File: config.mk
export PLATFORM = sky130hd
export DESIGN_NAME = cbds_top
export DESIGN_NICKNAME = d
export VERILOG_FILES = /design/src/logic/cbds_pkg.sv /design/src/logic/cbds_scan_if.sv /design/src/logic/cbds_slot_seq.sv /design/src/logic/cbds_top.sv
export SDC_FILE = /design/constraint.sdc
export NUM_CORES = 1
export LEC_CHECK = 0
export BUFFER_PORTS_ARGS = -buffer_cell sky130_fd_sc_hd__buf_4
export CAP_MARGIN = 20
export CORE_ASPECT_RATIO = 1.25
export CORE_MARGIN = 3
export CORE_UTILIZATION = 50
export CTS_BUF_LIST = sky130_fd_sc_hd__clkbuf_2
export CTS_CLUSTER_DIAMETER = 120
export DETAILED_ROUTE_END_ITERATION = 12
export PLACE_DENSITY = 0.7
export SYNTH_ARGS = -nofsm -noshare
export SYNTH_HDL_FRONTEND = slang
export SYNTH_SLANG_ARGS = --single-unit
File: constraint.sdc
create_clock -name I_MCLK -period 6.6 [get_ports I_MCLK]
set_input_delay 0.66 -clock I_MCLK [delete_from_list [all_inputs] [get_ports I_MCLK]]
set_output_delay 0.66 -clock I_MCLK [all_outputs]
set_load 0.01 [all_outputs]
File: src/logic/cbds_pkg.sv
// What this block does
// - Digits sent serially, leading to trailing
// - Digit code is positive-true 8-4-2-1
// - Direct path interval status code table
// - Prescaled path interval status code table
// - Result strobe 0.5-1.5 us, slow timebase
// - Result strobe 0.2-1.2 us, fast timebase
// - Strobe rises right after gate ends
// - Storage loads on strobe rising edge
// - Manual setting holds strobe high
// - Reset line idles high, driven by button/selector
// - Own internal clear never drives reset line
// - Disable high: internal 2 kHz clock out
// - Scan rising edge steps digit, one period
// - Slot pulse one scan period, ~4 ms cycle
// - Disable low: take external scan clock
// - External scan clock divided by eight
// - Active-low frame sync slot before leading digit
// - Active-high first digit slot with leading digit
// - Manual all-nines plus one count sets overflow
// - Gate overflow raises overflow output
package cbds_pkg;
  localparam int CLK_MHZ = 125;
  localparam longint SCAN_HALF_NS = 250000;
  localparam int SCAN_HALF_CYC = int'((SCAN_HALF_NS * CLK_MHZ) / 1000);
  localparam longint STROBE_SLOW_NS = 1000;
  localparam longint STROBE_FAST_NS = 500;
  localparam logic [7:0] STROBE_SLOW_CYC = 8'((STROBE_SLOW_NS * CLK_MHZ + 999) / 1000);
  localparam logic [7:0] STROBE_FAST_CYC = 8'((STROBE_FAST_NS * CLK_MHZ + 999) / 1000);
  localparam longint GATE_BASE_NS = 10000000;
  localparam int GATE_BASE_CYC = int'((GATE_BASE_NS * CLK_MHZ) / 1000);
  localparam int NUM_DIGITS = 7;
  localparam int SLOT_W = 3;
  localparam int EXT_DIV = 8;
  localparam int ADDR_W = 8;
  localparam logic [7:0] REG_CTRL = 8'h00;
  localparam logic [7:0] REG_STAT = 8'h04;
  localparam logic [7:0] REG_COUNT = 8'h08;
  localparam int CTRL_W = 7;
  localparam int CTRL_SEL_LSB = 0;
  localparam int CTRL_PRESCALE_BIT = 3;
  localparam int CTRL_FAST_BIT = 4;
  localparam int CTRL_BUTTON_BIT = 5;
  localparam int CTRL_MOVING_BIT = 6;
  localparam logic [CTRL_W-1:0] CTRL_RESET = 7'h02;
  localparam logic [2:0] SEL_MANUAL = 3'h4;
  localparam int STAT_OVF_BIT = 0;
  localparam int STAT_STROBE_BIT = 1;
  localparam int STAT_LINE_BIT = 2;
  localparam int STAT_SLOT_LSB = 3;
  typedef enum logic [1:0] {
    GS_GATE = 2'b01,
    GS_MANUAL = 2'b10
  } cbds_gate_t;
endpackage

File: src/logic/cbds_scan_if.sv
`timescale 1ns/1ps
`default_nettype none
interface cbds_scan_if;
  logic int_edge;
  logic ext_edge;
  logic use_ext;
  logic [cbds_pkg::SLOT_W-1:0] slot;
  modport seq (input int_edge, input ext_edge, input use_ext, output slot);
  modport ctl (output int_edge, output ext_edge, output use_ext, input slot);
endinterface
`default_nettype wire

File: src/logic/cbds_slot_seq.sv
`timescale 1ns/1ps
`default_nettype none
module cbds_slot_seq (
  input wire logic i_clk,   // System clock
  input wire logic i_rst_n, // Synchronised reset
  cbds_scan_if.seq scan     // Scan edges in, slot out
);
  localparam int DIV_W = $clog2(cbds_pkg::EXT_DIV);
  typedef struct packed {
    logic [DIV_W-1:0] div;
    logic [cbds_pkg::SLOT_W-1:0] slot;
  } cbds_seq_t;
  cbds_seq_t st;
  cbds_seq_t nx;
  logic step;

  always_comb
  begin
    nx = st;
    step = 1'b0;
    if (scan.use_ext)
    begin
      if (scan.ext_edge)
      begin
        nx.div = st.div + DIV_W'(1);
        step = (st.div == DIV_W'(cbds_pkg::EXT_DIV - 1));
      end
    end
    else
    begin
      nx.div = '0;
      step = scan.int_edge;
    end
    if (step)
    begin
      nx.slot = st.slot + cbds_pkg::SLOT_W'(1);
    end
  end

  always_ff @(posedge i_clk or negedge i_rst_n)
  begin
    if (!i_rst_n)
    begin
      st <= '0;
    end
    else
    begin
      st <= nx;
    end
  end

  assign scan.slot = st.slot;
endmodule
`default_nettype wire

File: src/logic/cbds_top.sv
`timescale 1ns/1ps
`default_nettype none
module cbds_top #(
  parameter int unsigned GATE_BASE_CYCLES = cbds_pkg::GATE_BASE_CYC,
  parameter int unsigned SCAN_HALF_CYCLES = cbds_pkg::SCAN_HALF_CYC,
  parameter int NUM_DIGITS = cbds_pkg::NUM_DIGITS
) (
  input wire logic I_MCLK,                          // 125 MHz clock
  input wire logic I_ARST_N,                        // Async reset, low
  input wire logic I_PSEL,                          // APB select
  input wire logic I_PENABLE,                       // APB enable
  input wire logic I_PWRITE,                        // APB write
  input wire logic [cbds_pkg::ADDR_W-1:0] I_PADDR,  // APB address
  input wire logic [31:0] I_PWDATA,                 // APB write data
  output logic [31:0] O_PRDATA,                     // APB read data
  output logic O_PREADY,                            // APB ready
  output logic O_PSLVERR,                           // APB error
  input wire logic I_COUNT_IN,                      // Signal to count
  input wire logic I_SCAN_DISABLE,                  // High: internal scan
  input wire logic I_EXT_SCAN_CLK,                  // External scan clock
  input wire logic I_RESET_LINE,                    // Reset line level
  output logic O_RESET_LINE,                        // Reset line drive
  output logic O_RESET_LINE_OE,                     // Reset line enable
  output logic O_SCAN_CLK,                          // Internal scan clock
  output logic [3:0] O_BCD,                         // Digit code
  output logic O_FRAME_SYNC_SLOT_N,                 // Frame sync, low
  output logic O_FIRST_DIGIT_SLOT,                  // Leading digit slot
  output logic O_RESULT_VALID,                      // Result strobe
  output logic O_OVERFLOW,                          // Overflow
  output logic [1:0] O_STATUS                       // Interval status
);
  localparam int CW = 4 * NUM_DIGITS;
  localparam int GU_W = $clog2(GATE_BASE_CYCLES + 1);
  localparam int SH_W = $clog2(SCAN_HALF_CYCLES + 1);
  localparam logic [GU_W-1:0] GU_LAST = GU_W'(GATE_BASE_CYCLES - 1);
  localparam logic [SH_W-1:0] SH_LAST = SH_W'(SCAN_HALF_CYCLES - 1);

  typedef struct packed {
    logic [2:0] cnt_sync;
    logic [2:0] line_sync;
    logic [2:0] ext_sync;
    logic [2:0] dis_sync;
    logic cnt_f;
    logic line_f;
    logic ext_f;
    logic dis_f;
    logic cnt_fd;
    logic ext_fd;
    logic [cbds_pkg::CTRL_W-1:0] ctrl;
    cbds_pkg::cbds_gate_t gstate;
    logic [CW-1:0] cnt;
    logic [CW-1:0] store;
    logic run_ovf;
    logic ovf;
    logic [GU_W-1:0] gate_unit;
    logic [9:0] dec;
    logic [7:0] strobe_cnt;
    logic strobe;
    logic [SH_W-1:0] scan_div;
    logic scan_clk;
    logic [3:0] bcd;
    logic fs_n;
    logic fd;
    logic [1:0] status;
  } cbds_state_t;

  cbds_state_t st;
  cbds_state_t nx;
  logic [1:0] rst_sync;
  logic rst_n;
  logic [CW:0] inc;
  logic cnt_edge;
  logic gate_end;
  logic [2:0] sel;
  logic manual;
  logic drive_low;
  logic wr_ctrl;
  logic mapped;
  cbds_scan_if scan ();

  function automatic logic [CW:0] bcd_inc(input logic [CW-1:0] v);
    logic [CW-1:0] r;
    logic c;
    r = v;
    c = 1'b1;
    for (int i = 0; i < NUM_DIGITS; i++)
    begin
      if (c)
      begin
        if (r[4*i +: 4] == 4'h9)
        begin
          r[4*i +: 4] = 4'h0;
        end
        else
        begin
          r[4*i +: 4] = r[4*i +: 4] + 4'h1;
          c = 1'b0;
        end
      end
    end
    return {c, r};
  endfunction

  // Status pair {first, second}; the two input paths differ per interval
  function automatic logic [1:0] status_code(input logic [2:0] s, input logic pre);
    logic [1:0] r;
    r = 2'b11;
    if (!pre)
    begin
      case (s)
        3'h0: r = 2'b00;
        3'h1: r = 2'b10;
        3'h2: r = 2'b11;
        3'h3: r = 2'b01;
        default: r = 2'b11;
      endcase
    end
    else
    begin
      case (s)
        3'h0: r = 2'b10;
        3'h1: r = 2'b00;
        3'h2: r = 2'b10;
        3'h3: r = 2'b11;
        default: r = 2'b11;
      endcase
    end
    return r;
  endfunction

  function automatic logic [9:0] dec_last(input logic [2:0] s);
    logic [9:0] r;
    case (s)
      3'h0: r = 10'h000;
      3'h1: r = 10'h009;
      3'h2: r = 10'h063;
      default: r = 10'h3E7;
    endcase
    return r;
  endfunction

  // Reset release through two flops
  always_ff @(posedge I_MCLK or negedge I_ARST_N)
  begin
    if (!I_ARST_N)
    begin
      rst_sync <= 2'b00;
    end
    else
    begin
      rst_sync <= {rst_sync[0], 1'b1};
    end
  end
  assign rst_n = rst_sync[1];

  assign sel = st.ctrl[cbds_pkg::CTRL_SEL_LSB +: 3];
  assign manual = (sel >= cbds_pkg::SEL_MANUAL);
  assign cnt_edge = st.cnt_f & ~st.cnt_fd;
  assign inc = bcd_inc(st.cnt);
  assign gate_end = (st.gstate == cbds_pkg::GS_GATE) && (st.gate_unit == GU_LAST)
                    && (st.dec == dec_last(sel));
  assign drive_low = st.ctrl[cbds_pkg::CTRL_BUTTON_BIT]
                     | st.ctrl[cbds_pkg::CTRL_MOVING_BIT];
  assign mapped = (I_PADDR == cbds_pkg::REG_CTRL) || (I_PADDR == cbds_pkg::REG_STAT)
                  || (I_PADDR == cbds_pkg::REG_COUNT);
  assign wr_ctrl = I_PSEL & I_PENABLE & I_PWRITE & (I_PADDR == cbds_pkg::REG_CTRL);

  assign scan.use_ext = ~st.dis_f;
  assign scan.ext_edge = st.ext_f & ~st.ext_fd;
  assign scan.int_edge = st.dis_f & (st.scan_div == SH_LAST) & ~st.scan_clk;

  always_comb
  begin
    nx = st;
    // Pin inputs: level moves once the last two flops agree
    nx.cnt_sync = {st.cnt_sync[1:0], I_COUNT_IN};
    nx.line_sync = {st.line_sync[1:0], I_RESET_LINE};
    nx.ext_sync = {st.ext_sync[1:0], I_EXT_SCAN_CLK};
    nx.dis_sync = {st.dis_sync[1:0], I_SCAN_DISABLE};
    if (st.cnt_sync[1] == st.cnt_sync[2])
    begin
      nx.cnt_f = st.cnt_sync[2];
    end
    if (st.line_sync[1] == st.line_sync[2])
    begin
      nx.line_f = st.line_sync[2];
    end
    if (st.ext_sync[1] == st.ext_sync[2])
    begin
      nx.ext_f = st.ext_sync[2];
    end
    if (st.dis_sync[1] == st.dis_sync[2])
    begin
      nx.dis_f = st.dis_sync[2];
    end
    nx.cnt_fd = st.cnt_f;
    nx.ext_fd = st.ext_f;

    if (wr_ctrl)
    begin
      nx.ctrl = I_PWDATA[cbds_pkg::CTRL_W-1:0];
    end

    // Internal scan clock; frozen low while the far side supplies one
    if (st.dis_f)
    begin
      if (st.scan_div == SH_LAST)
      begin
        nx.scan_div = '0;
        nx.scan_clk = ~st.scan_clk;
      end
      else
      begin
        nx.scan_div = st.scan_div + SH_W'(1);
      end
    end
    else
    begin
      nx.scan_div = '0;
      nx.scan_clk = 1'b0;
    end

    // Counting chain
    nx.gstate = manual ? cbds_pkg::GS_MANUAL : cbds_pkg::GS_GATE;
    if (cnt_edge)
    begin
      nx.cnt = inc[CW-1:0];
      if (inc[CW])
      begin
        if (st.gstate == cbds_pkg::GS_MANUAL)
        begin
          nx.ovf = 1'b1;
        end
        else
        begin
          nx.run_ovf = 1'b1;
        end
      end
    end

    if (st.strobe_cnt != 8'h00)
    begin
      nx.strobe_cnt = st.strobe_cnt - 8'h01;
    end
    nx.strobe = (nx.strobe_cnt != 8'h00);

    case (st.gstate)
      cbds_pkg::GS_GATE:
      begin
        if (st.gate_unit == GU_LAST)
        begin
          nx.gate_unit = '0;
          nx.dec = st.dec + 10'h001;
        end
        else
        begin
          nx.gate_unit = st.gate_unit + GU_W'(1);
        end
        if (gate_end)
        begin
          // Internal clear for the next count; reset line untouched
          nx.store = nx.cnt;
          nx.ovf = nx.run_ovf;
          nx.cnt = '0;
          nx.run_ovf = 1'b0;
          nx.dec = '0;
          nx.strobe_cnt = st.ctrl[cbds_pkg::CTRL_FAST_BIT] ?
                          cbds_pkg::STROBE_FAST_CYC : cbds_pkg::STROBE_SLOW_CYC;
          nx.strobe = 1'b1;
        end
        if (manual)
        begin
          nx.gate_unit = '0;
          nx.dec = '0;
        end
      end
      cbds_pkg::GS_MANUAL:
      begin
        // Running total shown live, so the strobe stays up
        nx.store = nx.cnt;
        nx.strobe = 1'b1;
        nx.strobe_cnt = 8'h00;
        if (!manual)
        begin
          nx.cnt = '0;
          nx.run_ovf = 1'b0;
          nx.strobe = 1'b0;
        end
      end
      default:
      begin
        nx.gstate = cbds_pkg::GS_GATE;
      end
    endcase

    // Low reset line, from us or the far side, clears the counter
    if (!st.line_f)
    begin
      nx.cnt = '0;
      nx.store = '0;
      nx.ovf = 1'b0;
      nx.run_ovf = 1'b0;
      nx.gate_unit = '0;
      nx.dec = '0;
      nx.strobe_cnt = 8'h00;
      nx.strobe = manual;
    end

    // Scan outputs: slot 0 is sync, slots 1..N carry digits
    nx.fs_n = (scan.slot != '0);
    nx.fd = (scan.slot == cbds_pkg::SLOT_W'(1));
    if ((scan.slot == '0) || (int'(scan.slot) > NUM_DIGITS))
    begin
      nx.bcd = 4'h0;
    end
    else
    begin
      nx.bcd = st.store[4*(NUM_DIGITS - int'(scan.slot)) +: 4];
    end
    nx.status = status_code(sel, st.ctrl[cbds_pkg::CTRL_PRESCALE_BIT]);
  end

  always_ff @(posedge I_MCLK or negedge rst_n)
  begin
    if (!rst_n)
    begin
      st <= '0;
      st.ctrl <= cbds_pkg::CTRL_RESET;
      st.gstate <= cbds_pkg::GS_GATE;
      st.line_sync <= 3'h7;
      st.line_f <= 1'b1;
      st.dis_sync <= 3'h7;
      st.dis_f <= 1'b1;
      st.fs_n <= 1'b1;
    end
    else
    begin
      st <= nx;
    end
  end

  cbds_slot_seq u_seq (
    .i_clk(I_MCLK),
    .i_rst_n(rst_n),
    .scan(scan.seq)
  );

  // Zero-wait slave; read data muxed straight from state flops
  always_comb
  begin
    O_PRDATA = 32'h0000_0000;
    if (I_PSEL && !I_PWRITE)
    begin
      if (I_PADDR == cbds_pkg::REG_CTRL)
      begin
        O_PRDATA[cbds_pkg::CTRL_W-1:0] = st.ctrl;
      end
      else if (I_PADDR == cbds_pkg::REG_STAT)
      begin
        O_PRDATA[cbds_pkg::STAT_OVF_BIT] = st.ovf;
        O_PRDATA[cbds_pkg::STAT_STROBE_BIT] = st.strobe;
        O_PRDATA[cbds_pkg::STAT_LINE_BIT] = st.line_f;
        O_PRDATA[cbds_pkg::STAT_SLOT_LSB +: cbds_pkg::SLOT_W] = scan.slot;
      end
      else if (I_PADDR == cbds_pkg::REG_COUNT)
      begin
        O_PRDATA[CW-1:0] = st.store;
      end
    end
  end
  assign O_PREADY = 1'b1;
  assign O_PSLVERR = I_PSEL & I_PENABLE & (~mapped | (I_PWRITE & ~wr_ctrl));

  // Open drain: never driven high
  assign O_RESET_LINE = 1'b0;
  assign O_RESET_LINE_OE = drive_low;
  assign O_SCAN_CLK = st.scan_clk;
  assign O_BCD = st.bcd;
  assign O_FRAME_SYNC_SLOT_N = st.fs_n;
  assign O_FIRST_DIGIT_SLOT = st.fd;
  assign O_RESULT_VALID = st.strobe;
  assign O_OVERFLOW = st.ovf;
  assign O_STATUS = st.status;
endmodule
`default_nettype wire

Word level (Yosys, flattened, before mapping)
Cells that the tools add are included.

Reductions and logical operators: 17. Muxes and demuxes: 65. Bitwise operators: 16. Shift-type cells: 1. Add/sub/neg operators: 14. Eq/ne operators: 28. Order comparisons: 1.

Operators with widths (number): 57-bit case mux with 2 select lines (1); 28-bit 2-to-1 mux (4); 98-bit 2-to-1 mux (1); 58-bit 2-to-1 mux (1); 4-bit 2-to-1 mux (14); 21-bit 2-to-1 mux (2); 32-bit 2-to-1 mux (1); 31-bit 2-to-1 mux (1); 10-bit case mux with 3 select lines (1); 4-bit by 1-bit adder with 4-bit output, second input constant (7); 4-bit == test, second input constant (7); 28-bit by 6-bit indexed part select with 4-bit output (1); 22-bit 2-to-1 mux (1); 21-bit by 1-bit adder with 21-bit output, second input constant (1); 21-bit == test, second input constant (1); 1-bit 2-to-1 mux (20); 19-bit 2-to-1 mux (1); 9-bit case mux with 2 select lines (1); 16-bit 2-to-1 mux (1); 8-bit nonzero test (2); 15-bit by 1-bit adder with 15-bit output, second input constant (1); 15-bit == test, second input constant (1); 15-bit 2-to-1 mux (1); 7-bit 2-to-1 mux (2); other kinds (37) (68).

Output and inout port bits: 47. Bits in registers: 157. Logic and storage cells: 171. Bits of input ports: 49.

Depth between registers and ports, before layout
Gate-level depths: netlist (run 1).

Word-level depth: 13. Mapped depth: 10. Gate-level depth less buffers: 8.

Modules after synthesis
A second synthesis (run 1) with hierarchy kept.

Cells, all modules: 839. Area total of the unflattened synthesis: 8140.3 um^2.

By module, submodules not included: cbds_top (instances 1, area each 7825.0 um^2, seq. area each 3792.4 um^2, cells an instance 814); cbds_slot_seq (instances 1, area each 315.3 um^2, seq. area each 150.1 um^2, cells an instance 25).

Worst setup path before layout (run 1)
Ideal clock, no wire load.

Kind: input to output. From: input I_PADDR[5] (netlist bit). To: output O_PRDATA[0]. Buffers on the path: 0. Slack: 3978 ps. Cell stages on the path: 3. Data required time: 5940 ps. Arrival: 1962 ps. Cell sequence: nor4_1 nand4b_1 a2111oi_0.

Longest elaborated chain between the ends: 5. Elaborated cells between the ends (all ways): 7. Those cells by class: eq/ne (2); mux (4); reduce/logical (1).

Ends and longest elaborated chain: from (decl) (RTL line cbds_top.sv:13) `input wire logic [cbds_pkg::ADDR_W-1:0] I_PADDR,`; 8-bit by 4-bit == test with 1-bit output (RTL line cbds_top.sv:365) `else if (I_PADDR == cbds_pkg::REG_COUNT)`; 28-bit 2-to-1 mux (RTL line cbds_top.sv:365); 6-bit 2-to-1 mux (RTL line cbds_top.sv:358) `else if (I_PADDR == cbds_pkg::REG_STAT)`; 7-bit 2-to-1 mux * (RTL line cbds_top.sv:354) `if (I_PADDR == cbds_pkg::REG_CTRL)`; 28-bit 2-to-1 mux * (RTL line cbds_top.sv:352) `if (I_PSEL && !I_PWRITE)`; to (decl) (RTL line cbds_top.sv:15) `output logic [31:0] O_PRDATA,`.

Every way passes the cells marked *; elsewhere a longest branch is shown, timed or not.

Worst setup path after layout (run 1)
From: register st, in the netlist sel[2]. To: register st[77] (netlist bit).

Longest elaborated chain between the ends: 6. Elaborated cells between the ends (all ways): 8. Those cells by class: eq/ne (4); mux (1); reduce/logical (3).

Ends and longest elaborated chain: from (decl) (RTL line cbds_top.sv:67) `cbds_state_t st;`; from (signal assigned) (RTL line cbds_top.sv:338) `st <= nx;`; 3-bit by 2-bit == test with 1-bit output (tied with other cells) (RTL line cbds_top.sv:133) `case (s)`; 10-bit case mux with 3 select lines * (RTL line cbds_top.sv:133); 10-bit == test * (RTL line cbds_top.sv:161) `&& (st.dec == dec_last(sel));`; 1-bit logical AND * (RTL line cbds_top.sv:161); 3-bit inequality test (no line) *; 2-bit AND reduction (no line) *.

Marked as above. A chain may end at the register's enable or synchronous reset.

==> results of run 1 <==
==> worst max-delay path: cells and delay by family (launching register included) <==
| kind | cells | cell delay [ps] |
|---|---|---|
| flops | 1 | 880 |
| xor+xnor | 1 | 220 |
| simple gates | 4 | 1270 |
| buf+inv | 2 | 690 |
| compound gates | 1 | 350 |
==> stage by stage <==
step | power [mW] | util | hold WS [ps] | std cells
floorplan | 1.113 | - | 331.2 | 881
global placement | 1.147 | 0.5432 | 334.2 | 1119
detailed placement | 1.150 | 0.5432 | 334.7 | 1119
CTS | 1.689 | 0.5603 | 41.90 | 1156
global route | 1.754 | 0.5622 | 44.99 | 1159
finish | 1.668 | 0.5622 | 124.6 | 1159
==> synth_stat cells, drive strengths merged (27+ instances only) <==
cell type	instances	area, sq um
and2	27	168.9
nor2	89	336.6
ha	27	337.8
nor3	29	156.4
nand2	59	224.0
buf	33	240.2
a21oi	40	200.2
nand4	45	294.0
o31ai	28	310.3
dfrtp	146	3654
inv	32	120.1
o21ai	42	210.2
nand3	30	150.1
==> flip-flops by register name, indices dropped and copies added, names as in the netlist <==
register / cells
O_SCAN_CLK: 1
O_FIRST_DIGIT_SLOT: 1
O_STATUS: 2
O_RESULT_VALID: 1
O_OVERFLOW: 1
O_BCD: 4
nx: 10
st: 125
u_seq.st: 3
O_FRAME_SYNC_SLOT_N: 1
rst_sync: 2
sel: 3
u_seq.scan.slot: 3
==> worst paths after layout <==
path	start	end	slack, ps	depth (start not counted)
worst max-delay path	sel[2]	st[77]	3080	8
worst min-delay path	I_PWDATA[3]	st[127]	120	2
worst max register to register	sel[2]	st[77]	3080	8
worst min register to register	nx[139]	st[139]	360	0
max in group asynchronous	rst_sync[1]	sel[1]	4930	2
min in group asynchronous	I_ARST_N	rst_sync[1]	190	2
==> layout make-up <==
type / count / area [sq um]
repair buffers: 79 / 625.6
diodes: 2 / 5.005
clock inverters: 13 / 143.9
fillers: 1530 / 7403
multi-input cells: 637 / 4295
inverters: 32 / 120.1
flip-flops and latches: 157 / 3946
well taps: 220 / 275.3
clock buffers: 19 / 95.09
==> per-layer routing <==
layer | global-route usage | up-vias
met4 | 0.09288 | 0
met2 | 0.3478 | 152
met1 | 0.2797 | 3313
met5 | 0 | -
met3 | 0.05033 | 30
li1 | - | 3241
==> power groups by stage <==
stage               logic [mW]  clock network, mW  registers, mW
floorplan               0.0877                  0           1.02
global placement         0.121                  0           1.03
detailed placement       0.124                  0           1.03
CTS                      0.126              0.553           1.01
global route             0.143              0.596           1.01
finish                   0.126              0.532           1.01
==> timing repair <==
item,in CTS,in global routing
hold endpoints to repair,6,0
endpoints found under the setup margin,0,0
hold buffers,5,0
==> logic make-up (layout without fill, tap and decap cells) <==
kind of cell / after synthesis / in the layout / synth area share
simple gates: 365 / 365 / 0.2299
compound gates: 169 / 169 / 0.1412
flops: 157 / 157 / 0.4553
buf+inv: 87 / 143 / 0.05116
mux: 33 / 33 / 0.04538
fa+ha+maj: 32 / 32 / 0.04480
xor+xnor: 31 / 31 / 0.03136
other cells: 2 / 9 / 0.0008674
==> placed cells by master (no fill, tap or decap), drive strengths merged, types with 19 or more instances in the layout <==
master	netlist	final
o21ai	42	42
nand3	30	30
dfrtp	146	146
ha	27	27
nand4	45	45
and2	27	27
nor3	29	29
mux2i	19	19
nand2	59	59
nor2	89	89
clkbuf	22	19
o31ai	28	28
buf	33	74
a21oi	40	40
inv	32	34
==> summary.md, run 1 <==
The flow ran to the end, and the final reports show no timing, DRC or antenna violations. The die span in y is 153.1 microns. The routed wirelength normalized by instance count came out at 16.89 microns. The count of pins over their slew limit was 0. The global-route wire length before repair came out at 32750 microns. The cell leakage power was 4.352 nW; the slew at the pin closest to its max-slew limit was 995.1 ps. After detailed routing, the number of vias per cell comes to 5.812.

The logs give 284.1 MHz for the highest clock rate and 750 ps for the clock latency at the later pin of the worst-skew pair. The share of flip-flops with an asynchronous set or reset came out at 1.000. The classification of the worst-slack hold path is primary input to flop. Input and output buffers added on the ports amount to 64.

The run gives 0.605 as the proportion of power drawn by flip-flops and latches. After clock tree synthesis, the repair step resized 0 gates. For this design, the sink count on the clock tree is 157. The internal power summed over all cells was 1.210 mW. By startpoint and endpoint, the worst setup path is classified as flop to flop. The tools report the number of antenna violations at the first check in global routing as 1.

The routed layout has 6736 vias. Compared with the post-synthesis result, the final layout area differs by 9.798%. After floorplanning, the core was sized to cover 0.01691 sq mm.

The starting utilization of the core area was 0.5120. In this run, the number of DRC markers left after iteration 0 of detailed routing was 390. In the synthesized netlist the dominant register cell turns out to be sky130_fd_sc_hd__dfrtp_1. The via count of the first global-routing pass was 6566. STA classifies the critical path startpoint as a flop. Number of storage elements in the synthesis netlist: 157. The highest layer touched by signal routing is met4. The per-instance average area after synthesis is 9.884 sq um.

The synthesized design contains 0 enable-type register cells. The maximum cell stage delay along the critical path was 880 ps; the total setup buffers inserted after CTS was 0. The detailed router put a total of 8454 microns of wire on met1. Once detail routing completed, the nets flagged for antenna violations numbered 0.

In this run the power spent charging and discharging nets is 457.8 uW. The run gives 3153 ps as the minimum setup slack after placement. The H-tree level count was 4. The number of warnings printed during yosys synthesis was 0. Clock tree root driver cell: sky130_fd_sc_hd__clkbuf_2. After routing the design area is 0.009507 sq mm. At the worst endpoint, the required time is 7260 ps. Along the worst path, the maximum fanout reaches 29. The final routed wirelength across all metal layers was 19570 microns; the floorplan row count was 53.

Setup repair after global routing left no endpoint under its margin. The share of total power in the clock network was 0.319; the total die area was 0.01894 sq mm. After detailed routing, the number of remaining DRC violations is 0.

The proportion of synthesized chip area in sequential cells came out at 0.4553. The hold violation count in the final report is 0, and the final period demand of the worst path is 3520 ps. The overall fraction of global-route tracks in use was 0.2170; the clock transition time at the flip-flop clock pins of the worst setup and hold paths was 230 ps. The tools report the element type at the critical path end as a flop. The relative max-transition margin came out at 0.3366.

Once routing completed, OpenROAD measured the worst setup slack at 3080 ps. The tools report the total setup violations reported at the end of the flow as 0. The share of cells above drive strength 1 came out at 0.1878. The final layout contains 1000 nets.

Detailed routing placed a total of 945 microns of wire on met3. The fraction of the cycle the final worst path needs is 0.5333, and the clock skew is 34.78 ps. For this design the ratio of total power to cell area is 175.4 mW/mm^2. The max-capacitance violation count came out at 0.

The standard cell area after detailed placement was 0.009185 sq mm; the routed length on met2 was 9651 microns. By instance count, the cell type seen most on the critical path is sky130_fd_sc_hd__buf_4. Die width: 123.7 microns. The worst-case IR drop observed on VDD is 106.6 uV.

TritonCTS built the clock tree. The cell count after synthesis was 876; the part of the total power dissipated in combinational logic was 0.076. The data arrival time at the worst-slack endpoint was 4180 ps. Summed over all layers, the global routing overflow is 0.

The critical path goes through nor3b_2 -> xor2_1 -> nor3_1 -> nand4_2 -> buf_4 -> and3_1 -> buf_4 -> o41ai_1. The run gives 17 as the total clock buffers created by CTS. The mapped netlist covers 0.008658 sq mm.

The maximum buffer depth of the clock tree is 2. The placer congestion estimate was 0.8880; the distinct cell type count after synthesis was 78. The largest net degree at the start of global routing is 80, and the final total negative setup slack is 0 ps. For this run, the detailed router's first-pass iteration total came to 5. The slowest stage of the critical path is the sky130_fd_sc_hd__dfrtp_1 cell.

Pin placement for this block handled 96 I/O pins. Switching share of power: 0.2745. Once detailed placement completed, the half-perimeter wirelength came to 13750 microns.
(Power assumes the default switching activity.)
==> inputs of run 2 (changes only) <==
--- a/config.mk
+++ b/config.mk
@@ -13,7 +13,7 @@
 export CTS_BUF_LIST = sky130_fd_sc_hd__clkbuf_2
 export CTS_CLUSTER_DIAMETER = 120
 export DETAILED_ROUTE_END_ITERATION = 12
-export PLACE_DENSITY = 0.7
+export PLACE_DENSITY = 0.72
 export SYNTH_ARGS = -nofsm -noshare
 export SYNTH_HDL_FRONTEND = slang
 export SYNTH_SLANG_ARGS = --single-unit
==> constraint.sdc (replaced) <==
create_clock -name I_MCLK -period 3.16 [get_ports I_MCLK]
set_input_delay 0.316 -clock I_MCLK [delete_from_list [all_inputs] [get_ports I_MCLK]]
set_output_delay 0.316 -clock I_MCLK [all_outputs]
set_load 0.01 [all_outputs]
==> run 2 against run 1 <==
  * Largest cell class unchanged
  * Via count up 1.1%
  * Clock power increased by 100%
  * Highest routed layer unchanged
  * Largest power group unchanged
  * Register-to-register slack got worse by 2700 ps
  * Die area unchanged
  * Fmax grew 26%
  * Critical endpoint is now st[66]
==> summary.md, run 2 (synthesized netlist as in run 1, its figures left out) <==
The slew at the pin closest to its max-slew limit came out at 831.7 ps (was 995.1 ps). The tools report the source of the worst hold timing path as I_SCAN_DISABLE (was I_PWDATA[3]). The logs give 0.009634 sq mm (was 0.009507 sq mm) for the post-route cell area and 402 (was 390) for the initial detailed-routing violation count. Maximum cell stage delay along the critical path: 580 ps (was 880 ps). The run gives 0 (unchanged) as the count of pins over their slew limit. The element type at the critical path end is a flop (unchanged). The die width came out at 123.7 microns (unchanged). The flow ran to the end, and the final reports show no timing, DRC or antenna violations. The routed wirelength normalized by instance count came out at 16.74 microns (was 16.89 microns). The number of nets in the finished design was 1017 (was 1000); the highest net fanout along the worst path was 40 (was 29). The endpoint of the worst hold-timing path was nx[138] (was st[127]). The tools report the type of origin of the critical path as a flop (unchanged).

Flip-flop count of the largest register after layout: 125 (unchanged). The DRC violation count after routing was 0 (unchanged). The die span in y is 153.1 microns (unchanged), and the number of antenna violations at the first check in global routing is 1 (unchanged). The number of placed instances, taps included was 1129 (was 1119).

The data arrival time at the worst-slack endpoint is 3440 ps (was 4180 ps). The power per cell area was 359.9 mW/mm^2 (was 175.4 mW/mm^2); the hold violation count in the final report was 0 (unchanged). TritonCTS built the clock tree. Critical path, cell by cell: buf_4 -> nor4_1 -> nand2_1 -> o211ai_1 -> nand4_2 -> buf_4 -> a21o_1 -> buf_4 -> o31ai_1 (was nor3b_2 -> xor2_1 -> nor3_1 -> nand4_2 -> buf_4 -> and3_1 -> buf_4 -> o41ai_1). The clock tree root driver cell was sky130_fd_sc_hd__clkbuf_2 (unchanged). The total die area was 0.01894 sq mm (unchanged). The register with the most flip-flops was st (unchanged).

For the count of nets left with antenna violations after detail routing, the log shows 0 (unchanged). The logs give 214.3 uV (was 106.6 uV) for the maximum ir drop on the vdd rail and 0 (unchanged) for the post-cts repair resize count. The run gives 3800 ps (was 7260 ps) as the required time of the critical path. The logs give 760 ps (was 750 ps) for the clock latency at the later pin of the worst-skew pair and 0.8511 (was 0.8880) for the placer congestion estimate. Setup repair after global routing left no endpoint under its margin.

The relative area change from synthesis to final layout was 11.27% (was 9.798%). The logs give 407.2 ps (was 3153 ps) for the minimum setup slack after placement and 5 (unchanged) for the length of the first detailed-routing pass in iterations. The total setup buffers inserted after CTS is 0 (unchanged), and the number of instances on the worst hold path is 2 (unchanged). The worst path buffer plus inverter count is 3 (was 2), and the highest clock rate is 357.5 MHz (was 284.1 MHz). The floorplan row count came out at 53 (unchanged). The slowest library cell on the worst path was sky130_fd_sc_hd__dfrtp_1 (unchanged).

The number of vias per cell after detailed routing is 5.798 (was 5.812), and the final setup slack of the worst path is 362.4 ps (was 3080 ps). Standard cell area after detailed placement: 0.009273 sq mm (was 0.009185 sq mm). The number of cells in the finished layout apart from fillers was 1175 (was 1159). The global-route wire length before repair came out at 32690 microns (was 32750 microns). The final routed wirelength across all metal layers came out at 19670 microns (was 19570 microns). Cell repeated most along the worst path: sky130_fd_sc_hd__buf_4 (unchanged).

Largest net degree at the start of global routing: 156 (was 80). The clock skew was 39.52 ps (was 34.78 ps). The total via count after detailed routing was 6813 (was 6736); the share of cells above drive strength 1 was 0.1950 (was 0.1878). Highest-count cells in the layout ignoring fill and taps: 145 x sky130_fd_sc_hd__dfrtp_1, 88 x sky130_fd_sc_hd__nor2_1, 82 x sky130_fd_sc_hd__buf_4, 58 x sky130_fd_sc_hd__nand2_1, 43 x sky130_fd_sc_hd__nand4_1 (was 145 x sky130_fd_sc_hd__dfrtp_1, 88 x sky130_fd_sc_hd__nor2_1, 73 x sky130_fd_sc_hd__buf_4, 58 x sky130_fd_sc_hd__nand2_1, 43 x sky130_fd_sc_hd__nand4_1). The classification of the worst-slack hold path is primary input to flop (unchanged). The tools report the worst hold slack after final layout as 192.7 ps (was 124.6 ps).

The clock transition time at the flip-flop clock pins of the worst setup and hold paths is 250 ps (was 230 ps). The starting utilization of the core area is 0.5120 (unchanged), and the overall fraction of global-route tracks in use is 0.2159 (was 0.2170). The most common cell after layout, fill and taps aside was sky130_fd_sc_hd__dfrtp_1 (unchanged).

The fraction of the cycle the final worst path needs is 0.8853 (was 0.5333), and the core box area is 0.01691 sq mm (unchanged). The total setup violations reported at the end of the flow is 0 (unchanged), and the final period demand of the worst path is 2798 ps (was 3520 ps). The total number of clock tree sinks is 157 (unchanged), and the depth of the worst register-to-register path is 9 (was 8).

Type of the worst setup path: flop to flop (unchanged). The number of top-level pins came out at 96 (unchanged). Total clock buffers created by CTS: 17 (unchanged). The maximum buffer depth of the clock tree was 2 (unchanged). The leftover overflow at the end of global routing is 0 (unchanged). The H-tree level count was 4 (unchanged). The family with the most delay on the worst path is buffers and inverters (was simple AND/OR/NAND/NOR gates). The tools report the endpoint of the worst register-to-register path as st[66] (was st[77]).

The cell leakage power is 4.415 nW (was 4.352 nW), and the quantity of I/O buffers inserted on ports is 64 (unchanged). Worst flop-to-flop path startpoint: sel[2] (unchanged). The slack of the worst reg-to-reg path was 360 ps (was 3080 ps). The tools report the relative max-transition margin as 0.4455 (was 0.3366). Via count of the first global-routing pass: 6652 (was 6566). The post-DP HPWL was 13890 microns (was 13750 microns); the max-capacitance violation count was 0 (unchanged).

The final total negative setup slack is 0 ps (unchanged), and the hold-fix buffer count after cts is 13 (was 5).
## run 2: layout make-up
type                       count  area [sq um]
clock buffer                  19         95.09
timing repair buffer          96         765.7
antenna                        1         2.502
tap                          220         275.3
fill                        1478          7276
inverter                      32         120.1
sequential                   157          3946
clock inverter                13         133.9
multi-input combinational    637          4295
## run 2: per-stage QoR
step                      utilization  power [mW]
after floorplan                     -       2.324
after global placement         0.5484       2.402
after detailed placement       0.5484       2.407
after CTS                      0.5696       3.508
after global routing           0.5697       3.628
final                          0.5697       3.468
## run 2: worst max-delay path by stage
| stage | from | endpoint | slack, ps | cells past startpoint |
|---|---|---|---|---|
| floorplan | rst_sync[1] | O_BCD[0] | 570 | 0 |
| global placement | sel[1] | st[87] | 420 | 7 |
| detailed placement | sel[1] | st[88] | 410 | 7 |
| CTS | sel[2] | st[77] | 390 | 8 |
| global route | st[122] | st[67] | 160 | 9 |
| finish | sel[2] | st[66] | 360 | 9 |
## run 2: metal layers
layer  share of wire  up-vias  global-route usage  wire (microns)
met2            0.49      163              0.3519            9732
met1            0.44     3349              0.2814            8566
met3           0.045       32             0.04404             892
met4           0.024        0             0.08232             480
li1                -     3269                   -               -
met5               0        -                   0               0
## run 2: where the power goes
group / internal (mW) / switching [mW]
Clock: 0.311 / 0.774
Combinational: 0.104 / 0.183
Sequential: 2.06 / 0.0380
Total: 2.47 / 0.996
